File: src/rtl/cacr_regs.svh
`ifndef CACR_REGS_SVH
`define CACR_REGS_SVH
// serial port framing
`define CACR_ADDR_W 15
`define CACR_RW_BIT 15
`define CACR_CMD_BITS 5'h10
`define CACR_DATA_BITS 5'h08
// byte offsets
`define CACR_OFF_SYNC_POS0 15'h002c
`define CACR_OFF_SYNC_POS1 15'h002d
`define CACR_OFF_SYNC_POS2 15'h002e
`define CACR_OFF_FSA_LO 15'h0030
`define CACR_OFF_FSA_HI 15'h0031
`define CACR_OFF_FSB_LO 15'h0032
`define CACR_OFF_FSB_HI 15'h0033
`define CACR_OFF_REFSEL 15'h0038
`define CACR_OFF_TSCTRL 15'h003b
`define CACR_OFF_EMPH 15'h0048
// reset values
`define CACR_FS_RESET 16'ha000
`define CACR_BIT_RESET 1'h0
`define CACR_LVL_RESET 3'h0
`define CACR_POS_RESET 24'h000000
// field positions
`define CACR_REFSEL_BIT 0
`define CACR_TS_EN_BIT 0
`define CACR_TS_PECL_BIT 1
`define CACR_EMPH_LVL_MSB 2
`define CACR_EMPH_LVL_LSB 0
`define CACR_EMPH_BOOST_BIT 3
// lanes fed by the emphasis setting
`define CACR_LANES 16
`endif

File: src/rtl/cacr_pkg.sv
package cacr_pkg;
  typedef enum logic [1:0] {
    st_idle = 2'b00,
    st_cmd = 2'b01,
    st_data = 2'b10
  } cacr_state_e;

  typedef struct packed {
    logic [15:0] input_a_full_scale;
    logic [15:0] input_b_full_scale;
    logic reference_source_select;
    logic timestamp_receiver_enable;
    logic timestamp_pecl_mode;
    logic lane_emphasis_boost;
    logic [2:0] lane_emphasis_level;
  } cacr_ctrl_s;

  typedef struct packed {
    logic sclk;
    logic cs_n;
    logic sdi;
  } cacr_pins_s;
endpackage

File: src/rtl/cacr_pin_sync.sv
`timescale 1ns/1ps
`default_nettype none
module cacr_pin_sync #(
  parameter int W = 3,
  parameter logic [W-1:0] RST_VAL = '0
) (
  // clock and reset
  input wire logic clk,
  input wire logic nrst,
  // asynchronous pins in, synchronised copies out
  input wire logic [W-1:0] din,
  output logic [W-1:0] dout
);
  logic [W-1:0] meta;
  logic [W-1:0] next_meta;
  logic [W-1:0] next_dout;

  // first stage is read only by the second
  genvar i;
  generate
    for (i = 0; i < W; i++) begin : g_bit
      always_comb begin
        next_meta[i] = din[i];
        next_dout[i] = meta[i];
      end
      always_ff @(posedge clk or negedge nrst) begin
        if (!nrst) begin
          meta[i] <= RST_VAL[i];
          dout[i] <= RST_VAL[i];
        end else begin
          meta[i] <= next_meta[i];
          dout[i] <= next_dout[i];
        end
      end
    end
  endgenerate
endmodule // cacr_pin_sync
`default_nettype wire

File: src/rtl/cacr_regs.sv
`timescale 1ns/1ps
`default_nettype none
`include "cacr_regs.svh"
module cacr_regs (
  // clock and reset
  input wire logic clk,
  input wire logic nrst,
  // serial control port pins
  input wire logic sclk,
  input wire logic scs_n,
  input wire logic sdi,
  output logic sdo,
  output logic sdo_oe,
  // sync edge measurement
  input wire logic sync_pos_strobe,
  input wire logic [23:0] sync_pos_value,
  output logic sync_pos_valid,
  // analog and lane controls
  output cacr_pkg::cacr_ctrl_s ctrl,
  output logic [4*`CACR_LANES-1:0] lane_emphasis
);
  import cacr_pkg::*;

  cacr_pins_s pins_raw;
  cacr_pins_s pins;
  logic sclk_prev;
  logic rise;
  logic fall;
  cacr_state_e state;
  cacr_state_e next_state;
  logic [4:0] cnt;
  logic [4:0] next_cnt;
  logic [15:0] shift;
  logic [15:0] next_shift;
  logic [`CACR_ADDR_W-1:0] addr;
  logic [`CACR_ADDR_W-1:0] next_addr;
  logic rw;
  logic next_rw;
  logic [7:0] tx;
  logic [7:0] next_tx;
  logic next_sdo;
  logic next_sdo_oe;
  cacr_ctrl_s next_ctrl;
  logic [23:0] pos;
  logic [23:0] next_pos;
  logic next_pos_valid;
  logic wr_commit;
  logic [7:0] wdata;
  logic [`CACR_ADDR_W-1:0] cmd_addr;

  // idle levels: clock low, select high
  assign pins_raw = '{sclk: sclk, cs_n: scs_n, sdi: sdi};

  cacr_pin_sync #(
    .W($bits(cacr_pins_s)),
    .RST_VAL(3'h2)
  ) u_sync (
    .clk(clk),
    .nrst(nrst),
    .din(pins_raw),
    .dout(pins)
  );

  // edges seen two clocks late, so serial clock must stay well below clk/8
  assign rise = pins.sclk & ~sclk_prev & ~pins.cs_n;
  assign fall = ~pins.sclk & sclk_prev & ~pins.cs_n;
  assign cmd_addr = {shift[13:0], pins.sdi};

  function automatic logic [7:0] rd_byte(input logic [`CACR_ADDR_W-1:0] a, input cacr_ctrl_s c,
                                          input logic [23:0] p);
    logic [7:0] d;
    d = 8'h00;
    case (a)
      `CACR_OFF_SYNC_POS0: d = p[7:0];
      `CACR_OFF_SYNC_POS1: d = p[15:8];
      `CACR_OFF_SYNC_POS2: d = p[23:16];
      `CACR_OFF_FSA_LO: d = c.input_a_full_scale[7:0];
      `CACR_OFF_FSA_HI: d = c.input_a_full_scale[15:8];
      `CACR_OFF_FSB_LO: d = c.input_b_full_scale[7:0];
      `CACR_OFF_FSB_HI: d = c.input_b_full_scale[15:8];
      // reserved bits read as zero
      `CACR_OFF_REFSEL: d[`CACR_REFSEL_BIT] = c.reference_source_select;
      `CACR_OFF_TSCTRL: begin
        d[`CACR_TS_EN_BIT] = c.timestamp_receiver_enable;
        d[`CACR_TS_PECL_BIT] = c.timestamp_pecl_mode;
      end
      `CACR_OFF_EMPH: begin
        d[`CACR_EMPH_LVL_MSB:`CACR_EMPH_LVL_LSB] = c.lane_emphasis_level;
        d[`CACR_EMPH_BOOST_BIT] = c.lane_emphasis_boost;
      end
      default: d = 8'h00;
    endcase
    return d;
  endfunction

  always_comb begin
    next_state = state;
    next_cnt = cnt;
    next_shift = shift;
    next_addr = addr;
    next_rw = rw;
    next_tx = tx;
    next_sdo = sdo;
    next_sdo_oe = sdo_oe;
    next_ctrl = ctrl;
    next_pos = pos;
    next_pos_valid = sync_pos_valid;
    wr_commit = 1'b0;
    wdata = {shift[6:0], pins.sdi};
    // only the measurement path loads the position; host writes never do
    if (sync_pos_strobe) begin
      next_pos = sync_pos_value;
      next_pos_valid = 1'b1;
    end
    if (pins.cs_n) begin
      next_state = st_idle;
      next_cnt = 5'h00;
      next_sdo_oe = 1'b0;
      next_sdo = 1'b0;
    end else begin
      case (state)
        st_idle: begin
          next_state = st_cmd;
          next_cnt = 5'h00;
        end
        st_cmd: begin
          if (rise) begin
            next_shift = {shift[14:0], pins.sdi};
            next_cnt = cnt + 5'h01;
            if (cnt == `CACR_CMD_BITS - 5'h01) begin
              next_rw = shift[`CACR_RW_BIT-1];
              next_addr = cmd_addr;
              next_tx = rd_byte(cmd_addr, ctrl, pos);
              next_cnt = 5'h00;
              next_state = st_data;
            end
          end
        end
        st_data: begin
          if (fall) begin
            next_sdo = tx[7];
            next_tx = {tx[6:0], 1'b0};
            next_sdo_oe = rw;
          end
          if (rise) begin
            next_shift = {shift[14:0], pins.sdi};
            next_cnt = cnt + 5'h01;
            if (cnt == `CACR_DATA_BITS - 5'h01) begin
              next_cnt = 5'h00;
              next_addr = addr + 15'h0001;
              wr_commit = ~rw;
              next_tx = rd_byte(addr + 15'h0001, ctrl, pos);
            end
          end
        end
        default: next_state = st_idle;
      endcase
    end
    if (wr_commit) begin
      case (addr)
        `CACR_OFF_FSA_LO: next_ctrl.input_a_full_scale[7:0] = wdata;
        `CACR_OFF_FSA_HI: next_ctrl.input_a_full_scale[15:8] = wdata;
        `CACR_OFF_FSB_LO: next_ctrl.input_b_full_scale[7:0] = wdata;
        `CACR_OFF_FSB_HI: next_ctrl.input_b_full_scale[15:8] = wdata;
        `CACR_OFF_REFSEL: next_ctrl.reference_source_select = wdata[`CACR_REFSEL_BIT];
        `CACR_OFF_TSCTRL: begin
          next_ctrl.timestamp_receiver_enable = wdata[`CACR_TS_EN_BIT];
          next_ctrl.timestamp_pecl_mode = wdata[`CACR_TS_PECL_BIT];
        end
        `CACR_OFF_EMPH: begin
          next_ctrl.lane_emphasis_level = wdata[`CACR_EMPH_LVL_MSB:`CACR_EMPH_LVL_LSB];
          next_ctrl.lane_emphasis_boost = wdata[`CACR_EMPH_BOOST_BIT];
        end
        // position bytes and unmapped offsets swallow the write
        default: next_ctrl = ctrl;
      endcase
    end
  end

  always_ff @(posedge clk or negedge nrst) begin
    if (!nrst) begin
      sclk_prev <= 1'b0;
      state <= st_idle;
      cnt <= 5'h00;
      shift <= 16'h0000;
      addr <= 15'h0000;
      rw <= 1'b0;
      tx <= 8'h00;
      sdo <= 1'b0;
      sdo_oe <= 1'b0;
      ctrl.input_a_full_scale <= `CACR_FS_RESET;
      ctrl.input_b_full_scale <= `CACR_FS_RESET;
      ctrl.reference_source_select <= `CACR_BIT_RESET;
      ctrl.timestamp_receiver_enable <= `CACR_BIT_RESET;
      ctrl.timestamp_pecl_mode <= `CACR_BIT_RESET;
      ctrl.lane_emphasis_boost <= `CACR_BIT_RESET;
      ctrl.lane_emphasis_level <= `CACR_LVL_RESET;
      pos <= `CACR_POS_RESET;
      sync_pos_valid <= 1'b0;
    end else begin
      sclk_prev <= pins.sclk;
      state <= next_state;
      cnt <= next_cnt;
      shift <= next_shift;
      addr <= next_addr;
      rw <= next_rw;
      tx <= next_tx;
      sdo <= next_sdo;
      sdo_oe <= next_sdo_oe;
      ctrl <= next_ctrl;
      pos <= next_pos;
      sync_pos_valid <= next_pos_valid;
    end
  end

  // one copy per lane keeps fan-out local to each serializer
  genvar ln;
  generate
    for (ln = 0; ln < `CACR_LANES; ln++) begin : g_lane
      always_ff @(posedge clk or negedge nrst) begin
        if (!nrst) begin
          lane_emphasis[4*ln +: 4] <= 4'h0;
        end else begin
          lane_emphasis[4*ln +: 4] <= {next_ctrl.lane_emphasis_boost, next_ctrl.lane_emphasis_level};
        end
      end
    end
  endgenerate

  pos_capture_a: assert property (@(posedge clk) disable iff (!nrst)
    sync_pos_strobe |=> pos == $past(sync_pos_value) && sync_pos_valid)
    else $error("edge position not captured");
  pos_readonly_a: assert property (@(posedge clk) disable iff (!nrst)
    !sync_pos_strobe |=> $stable(pos))
    else $error("edge position changed without measurement");
  valid_sticky_a: assert property (@(posedge clk) disable iff (!nrst)
    sync_pos_valid |=> sync_pos_valid)
    else $error("position valid dropped");
  pos_readback_a: assert property (@(posedge clk) disable iff (!nrst)
    (state == st_cmd && rise && cnt == 5'h0f && cmd_addr == `CACR_OFF_SYNC_POS0) |=> tx == $past(pos[7:0]))
    else $error("edge position readback wrong");
  oe_read_only_a: assert property (@(posedge clk) disable iff (!nrst)
    sdo_oe |-> rw && state == st_data)
    else $error("data out enabled outside a read");
  fsa_lo_write_a: assert property (@(posedge clk) disable iff (!nrst)
    (wr_commit && addr == `CACR_OFF_FSA_LO) |=> ctrl.input_a_full_scale[7:0] == $past(wdata))
    else $error("input a full scale low write lost");
  fsa_write_a: assert property (@(posedge clk) disable iff (!nrst)
    (wr_commit && addr == `CACR_OFF_FSA_HI) |=> ctrl.input_a_full_scale[15:8] == $past(wdata))
    else $error("input a full scale write lost");
  fsa_hold_a: assert property (@(posedge clk) disable iff (!nrst)
    !(wr_commit && (addr == `CACR_OFF_FSA_LO || addr == `CACR_OFF_FSA_HI)) |=> $stable(ctrl.input_a_full_scale))
    else $error("input a full scale moved without write");
  fsb_write_a: assert property (@(posedge clk) disable iff (!nrst)
    (wr_commit && addr == `CACR_OFF_FSB_LO) |=> ctrl.input_b_full_scale[7:0] == $past(wdata))
    else $error("input b full scale write lost");
  fsb_hi_write_a: assert property (@(posedge clk) disable iff (!nrst)
    (wr_commit && addr == `CACR_OFF_FSB_HI) |=> ctrl.input_b_full_scale[15:8] == $past(wdata))
    else $error("input b full scale high write lost");
  fsb_hold_a: assert property (@(posedge clk) disable iff (!nrst)
    !(wr_commit && (addr == `CACR_OFF_FSB_LO || addr == `CACR_OFF_FSB_HI)) |=> $stable(ctrl.input_b_full_scale))
    else $error("input b full scale moved without write");
  refsel_write_a: assert property (@(posedge clk) disable iff (!nrst)
    (wr_commit && addr == `CACR_OFF_REFSEL) |=> ctrl.reference_source_select == $past(wdata[`CACR_REFSEL_BIT]))
    else $error("reference select write lost");
  refsel_hold_a: assert property (@(posedge clk) disable iff (!nrst)
    !(wr_commit && addr == `CACR_OFF_REFSEL) |=> $stable(ctrl.reference_source_select))
    else $error("reference select moved without write");
  ts_write_a: assert property (@(posedge clk) disable iff (!nrst)
    (wr_commit && addr == `CACR_OFF_TSCTRL) |=>
      ctrl.timestamp_receiver_enable == $past(wdata[0]) && ctrl.timestamp_pecl_mode == $past(wdata[1]))
    else $error("timestamp control write lost");
  ts_hold_a: assert property (@(posedge clk) disable iff (!nrst)
    !(wr_commit && addr == `CACR_OFF_TSCTRL) |=> $stable({ctrl.timestamp_receiver_enable, ctrl.timestamp_pecl_mode}))
    else $error("timestamp control moved without write");
  emph_write_a: assert property (@(posedge clk) disable iff (!nrst)
    (wr_commit && addr == `CACR_OFF_EMPH) |=>
      ctrl.lane_emphasis_level == $past(wdata[2:0]) && ctrl.lane_emphasis_boost == $past(wdata[3]))
    else $error("emphasis write lost");
  emph_hold_a: assert property (@(posedge clk) disable iff (!nrst)
    !(wr_commit && addr == `CACR_OFF_EMPH) |=> $stable(lane_emphasis))
    else $error("lane emphasis moved without write");
  lane_fanout_a: assert property (@(posedge clk) disable iff (!nrst)
    lane_emphasis[4*(`CACR_LANES-1) +: 4] == {ctrl.lane_emphasis_boost, ctrl.lane_emphasis_level})
    else $error("lane emphasis differs from setting");
  reserved_zero_a: assert property (@(posedge clk) disable iff (!nrst)
    (state == st_cmd && rise && cnt == 5'h0f && cmd_addr == `CACR_OFF_EMPH) |=> tx[7:4] == 4'h0)
    else $error("reserved bits read nonzero");
endmodule // cacr_regs
`default_nettype wire

File: config.mk
export PLATFORM = sky130hd
export DESIGN_NAME = cacr_regs
export DESIGN_NICKNAME = d
export VERILOG_FILES = /design/src/rtl/cacr_pkg.sv /design/src/rtl/cacr_pin_sync.sv /design/src/rtl/cacr_regs.sv
export VERILOG_INCLUDE_DIRS = /design/src /design/src/rtl
export SDC_FILE = /design/constraint.sdc
export NUM_CORES = 1
export LEC_CHECK = 0
export BUFFER_PORTS_ARGS = -buffer_cell sky130_fd_sc_hd__buf_2
export CORE_UTILIZATION = 50
export CTS_CLUSTER_DIAMETER = 150
export DETAILED_ROUTE_END_ITERATION = 12
export PLACE_DENSITY = 0.71
export SYNTH_ARGS = -nofsm -noshare
export SYNTH_HDL_FRONTEND = slang
export SYNTH_SLANG_ARGS = --single-unit
File: constraint.sdc
create_clock -name clk -period 3.6 [get_ports clk]
set_input_delay 0.18 -clock clk [delete_from_list [all_inputs] [get_ports clk]]
set_output_delay 0.18 -clock clk [all_outputs]
set_load 0.01 [all_outputs]
### Word level (Yosys, flattened, before mapping)

Index checks and enable logic that the tools add are counted.

* add/sub/neg operators: 2
* eq/ne operators: 39
* multiplexer cells: 41
* bitwise gates (word level): 8
* reduce and logical (&&, ||, !) cells: 19

Operator list (number)
* == test 15 x 6 -> 1 bit, second input constant: 24
* two-way mux 15 bit: 4
* one-hot mux 4 bit (7 select lines): 2
* == test 15 x 7 -> 1 bit, second input constant: 3
* two-way mux 8 bit: 5
* one-hot mux 2 bit (8 select lines): 2
* one-hot mux 15 bit (2 select lines): 1
* two-way mux 5 bit: 5
* one-hot mux 1 bit (10 select lines): 2
* one-hot mux 1 bit (9 select lines): 2
* one-hot mux 8 bit (2 select lines): 1
* adder 15 x 1 -> 15 bit, second input constant: 1
* one-hot mux 5 bit (3 select lines): 1
* AND reduction 2 bit: 7
* two-way mux 1 bit: 10
* != test 3 x 2 -> 1 bit, second input constant: 3
* AND reduction 3 bit: 3
* two-way mux 4 bit: 2
* != test 2 bit, second input constant: 4
* AND reduction 4 bit: 2
* two-way mux 2 bit: 3
* one-hot mux 2 bit (3 select lines): 1
* AND reduction 6 bit: 1
* nonzero test 2 bit: 3
* 11 further kinds: 17

* register bits after elaboration: 123
* output and inout port bits: 106
* logic and storage cells: 136

### Depth between registers and ports, before layout

* word-level depth: 7
* gate-level depth with buffers: 10
* depth with buffers taken out: 10

### Hierarchy

A second synthesis with hierarchy kept.

* cells, all modules: 701
* area, all modules: 7123.1 µm²

By module, submodules not included
* cacr_regs: times used 1, cells each 695, area each 6970.4 µm²
* cacr_pin_sync: times used 1, cells each 6, area each 152.6 µm²

### Worst setup path after synthesis

Ideal clock, no wire load.

* kind: flip-flop to flip-flop
* start point: register u_sync.dout[1]
* end point: register ctrl[3] (netlist bit)
* library setup time: 0.125 ns
* arrival time: 2.682 ns
* path slack: 0.793 ns
* cell stages (with the launch flop): 9
* path buffers: 2
* clock period less this slack: 2.807 ns
* cell sequence: dfstp_2 > or3b_1 > clkbuf_1 > or4_1 > buf_2 > or2_2 > or4_1 > nor2_4 > mux2_2

* cells in the longest elaborated chain, start to end: 6

RTL lines
* start, declared: RTL line cacr_pin_sync.sv:12 `output logic [W-1:0] dout`
* start signal, assigned by index: RTL line cacr_pin_sync.sv:29 `dout[i] <= RST_VAL[i];`
* start signal, assigned by index: RTL line cacr_pin_sync.sv:32 `dout[i] <= next_dout[i];`
* inverter 1 bit (no line)
* AND 1 bit: RTL line cacr_regs.sv:65 `assign rise = pins.sclk & ~sclk_prev & ~pins.cs_n;`
* two-way mux 1 bit: RTL line cacr_regs.sv:145 `if (rise) begin`
* two-way mux 1 bit: RTL line cacr_regs.sv:121 `case (state)`
* two-way mux 1 bit (*): RTL line cacr_regs.sv:115 `if (pins.cs_n) begin`
* two-way mux 4 bit (*): RTL line cacr_regs.sv:159 `if (wr_commit) begin`
* end signal, assigned: RTL line cacr_regs.sv:210 `ctrl <= next_ctrl;`
* end, declared: RTL line cacr_regs.sv:19 `output cacr_pkg::cacr_ctrl_s ctrl,`

Every way passes the cells marked *; elsewhere a longest branch is shown, timed or not.
A chain may end at the register's enable or synchronous reset.

### Final worst setup path

* start point: register u_sync.dout[1]
* end point: register ctrl[34] (netlist bit)

* cells in the longest elaborated chain, start to end: 6

RTL lines (RTL line)
* inverter 1 bit (no line)
* AND 1 bit: cacr_regs.sv:65
* two-way mux 1 bit: cacr_regs.sv:145
* two-way mux 1 bit: cacr_regs.sv:121
* two-way mux 1 bit (*): cacr_regs.sv:115
* AND reduction 2 bit (no line) (*)

Marks and branches as above.

==> impl_metrics.json <==
{
  "h-tree-depth": 4,
  "cts_resized": 0,
  "viasPerCell": 6.159,
  "num_vias": 6073,
  "grt_max_degree": 56,
  "core_um2": 13930,
  "cap_violations": 0,
  "post-cts-setup-buffer-count": 0,
  "power_mw": 4.697,
  "clk_path_buf_depth": 2,
  "clock.fmax_ghz": 0.3276,
  "endpoint_kind": "flip-flop",
  "area_growth_pct": 16.80,
  "die_w_um": 122.0,
  "yosys.area_share.adder_pct": 2.087,
  "crit_type": "flip-flop to flip-flop",
  "max-vdd-ir-drop_mv": 0.4343,
  "r2r_cells": 7,
  "syn-instance-count": 712,
  "synth-seq-cells": 119,
  "cts_root_buf": "clkbuf_16",
  "initial_core_util_pct": 51.63,
  "crit_arrival_ns": 3.35,
  "place_ws_ns": 0.5914,
  "syn_avg_cell_area_um2": 10.10,
  "tritoncts": "yes",
  "antenna_found_initial": 0,
  "drive_gt1_share_pct": 34.86,
  "drtAntennaViolNets": 0,
  "grt.total_usage_pct": 27.39,
  "tns_ns": 0,
  "hold_depth": 2,
  "clk_pin_slew_ns": 0.06,
  "timing_hold_violations_final": 0,
  "leakagePower_nw": 3.940,
  "status": "finished, final reports clean",
  "synth_xor_xnor_area_share_pct": 0.8522,
  "fin_crit_sh_pct": 84.79,
  "die_h_um": 122.0,
  "die-area_um2": 14870,
  "slew_headroom_pct": 41.88,
  "ys_seq_area_share_pct": 41.50,
  "reg2reg_to": "ctrl[34]$_DFFE_PN0P_",
  "num_antenna_cells": 0,
  "synthMuxAreaShare_pct": 17.34,
  "setup_ws_ns": 0.5476,
  "ys_warn_count": 0,
  "yosysTopAreaCellShare_pct": 39.30,
  "synth_top_family_by_area": "multiplexers",
  "synth-compound-area-share_pct": 13.62,
  "first_global_vias": 5791,
  "synth_ff_type": "dfrtp_1",
  "dpl.hpwl_um": 13310,
  "rr_startpoint": "u_sync.dout[1]$_DFF_PN1_",
  "place_congestion": 0.9293,
  "pin_count": 136,
  "final_cell_mix": "buf_2, dfrtp_1, mux2_2, nand2_1",
  "numCtsBuffers": 17,
  "numPortBuffers": 135,
  "r2r_setup_slack_ns": 0.55,
  "worst_skew_pair.late_latency_ns": 0.42,
  "tightestPinTransition_ns": 0.8717,
  "critPathLaunchType": "flip-flop",
  "nets": 835,
  "rsz0062_at_grt": "false",
  "holdCritPathClass": "input port to flip-flop",
  "worstHoldStart": "sync_pos_value[16]",
  "synth.net_count": 754,
  "cts.sinks": 119,
  "wl_um": 19360,
  "drtIter0Drc": 720,
  "synthSimpleGateAreaFrac_pct": 14.52,
  "synth-async-reset-ratio_pct": 100.0,
  "wl_per_cell_um": 19.63,
  "final_common_cell": "buf_2",
  "first_pass_iters": 7,
  "syn_area_um2": 7194,
  "drv_slew": 0,
  "required_ns": 3.90,
  "grt_pass1_wl_um": 30860,
  "worst_hold_path.endpoint": "pos[16]$_DFFE_PN0P_",
  "route.detailed.drc": 0,
  "yosys.cell_types.count": 62,
  "setup_viol": 0,
  "powerDensity_nw_per_um2": 559.0,
  "fin_worst_skew_ns": 0.007320,
  "synthTopCellsByArea": "dfrtp_1, mux2_2, buf_4",
  "grt_overflow_total": 0,
  "worstPathMaxFanout": 13,
  "std_cell_rows": 43,
  "synth_edf_count": 0,
  "yosys.area.top_type": "dfrtp_1",
  "layout_min_cycle_time_ns": 3.052
}
## where the power goes
group	switching [mW]	internal, mW	total (mW)
Combinational	0.682	0.447	1.13
Sequential	0.314	1.48	1.80
Clock	0.623	1.15	1.77
Total	1.62	3.08	4.70
## registers in the layout, indices dropped and copies added (netlist names)
register and cells:
ctrl 36, pos 24, addr 15, shift 15, tx 8, cnt 5, lane_emphasis 3, u_sync.dout 3
u_sync.meta 3, state 2, rw 1, sclk_prev 1, sdo 1, sdo_oe 1, sync_pos_valid 1
## routing by layer
layer / track usage (%) / up-vias / wire (µm)
li1: - / 2715 / -
met1: 37.07 / 2996 / 8376
met2: 41.84 / 319 / 8916
met3: 8.099 / 43 / 1643
met4: 9.182 / 0 / 421
met5: 0 / - / 0
## repair_timing
item,4_1_cts,5_1_grt
hold buffers,23,1
setup endpoints to repair,0,0
hold endpoints to repair,71,1
## layout make-up
cell class | instances | area (µm²)
fill | 1116 | 5532
multi-input combinational | 464 | 3488
sequential | 119 | 2985
timing repair buffer | 172 | 1016
clock buffer | 22 | 474.2
tap | 180 | 225.2
clock inverter | 10 | 142.6
inverter | 19 | 71.32
## cells by family (layout without fill, tap and decap cells)
logic type               count (synthesis)  count (layout)
AO/OA/AOI/OAI                          149             149
AND/OR/NAND/NOR                        191             191
adder cells (fa/ha/maj)                 12              12
flip-flops                             119             119
XOR/XNOR                                 7               7
multiplexers                           105             105
buffers and inverters                  129             223
## synth_stat cells, types with 8 or more instances
library cell  number
or4_1              8
a222oi_1          11
ha_1              12
mux4_2             8
nand3_1           19
inv_1             19
buf_4             64
nor2_1            33
nor3_1            24
dfrtp_1          113
a21oi_1           36
clkbuf_1          39
mux2i_1           20
nand4_1            8
mux2_2            71
nand2_1           52
a22oi_1           11
o22ai_1           11
o21ai_0           36
## per-stage QoR
stage	hold WS (ns)	utilization (%)	cell area [µm²]	cells
final	0.002076	60.30	8403	986
after detailed placement	0.2695	54.15	7546	930
after global placement	0.2508	54.15	7546	930
after CTS	0.001809	60.23	8393	985
after floorplan	-0.1156	-	7194	712
after global routing	0.01026	60.30	8403	986
## worst max path at each step
stage / endpoint / slack [ns] / depth (start not counted) / start
final: ctrl[34]$_DFFE_PN0P_ / 0.55 / 7 / u_sync.dout[1]$_DFF_PN1_
after global routing: tx[0]$_DFFE_PN0P_ / 0.30 / 8 / addr[1]$_DFFE_PN0P_
after CTS: ctrl[34]$_DFFE_PN0P_ / 0.56 / 7 / u_sync.dout[1]$_DFF_PN1_
after detailed placement: ctrl[15]$_DFFE_PN0P_ / 0.59 / 7 / u_sync.dout[1]$_DFF_PN1_
after global placement: ctrl[15]$_DFFE_PN0P_ / 0.67 / 7 / u_sync.dout[1]$_DFF_PN1_
after floorplan: ctrl[3]$_DFFE_PN0P_ / 0.79 / 8 / u_sync.dout[1]$_DFF_PN1_
## worst max-delay path: stages (launching register included)
cell,delay (ns)
dfstp_2,0.44
or3b_1,0.48
or4_1,0.55
nor4_4,0.19
nand4b_2,0.19
nor3b_4,0.51
nand2_4,0.17
mux2_1,0.38
Note: power is estimated with default switching activity, not from simulation.
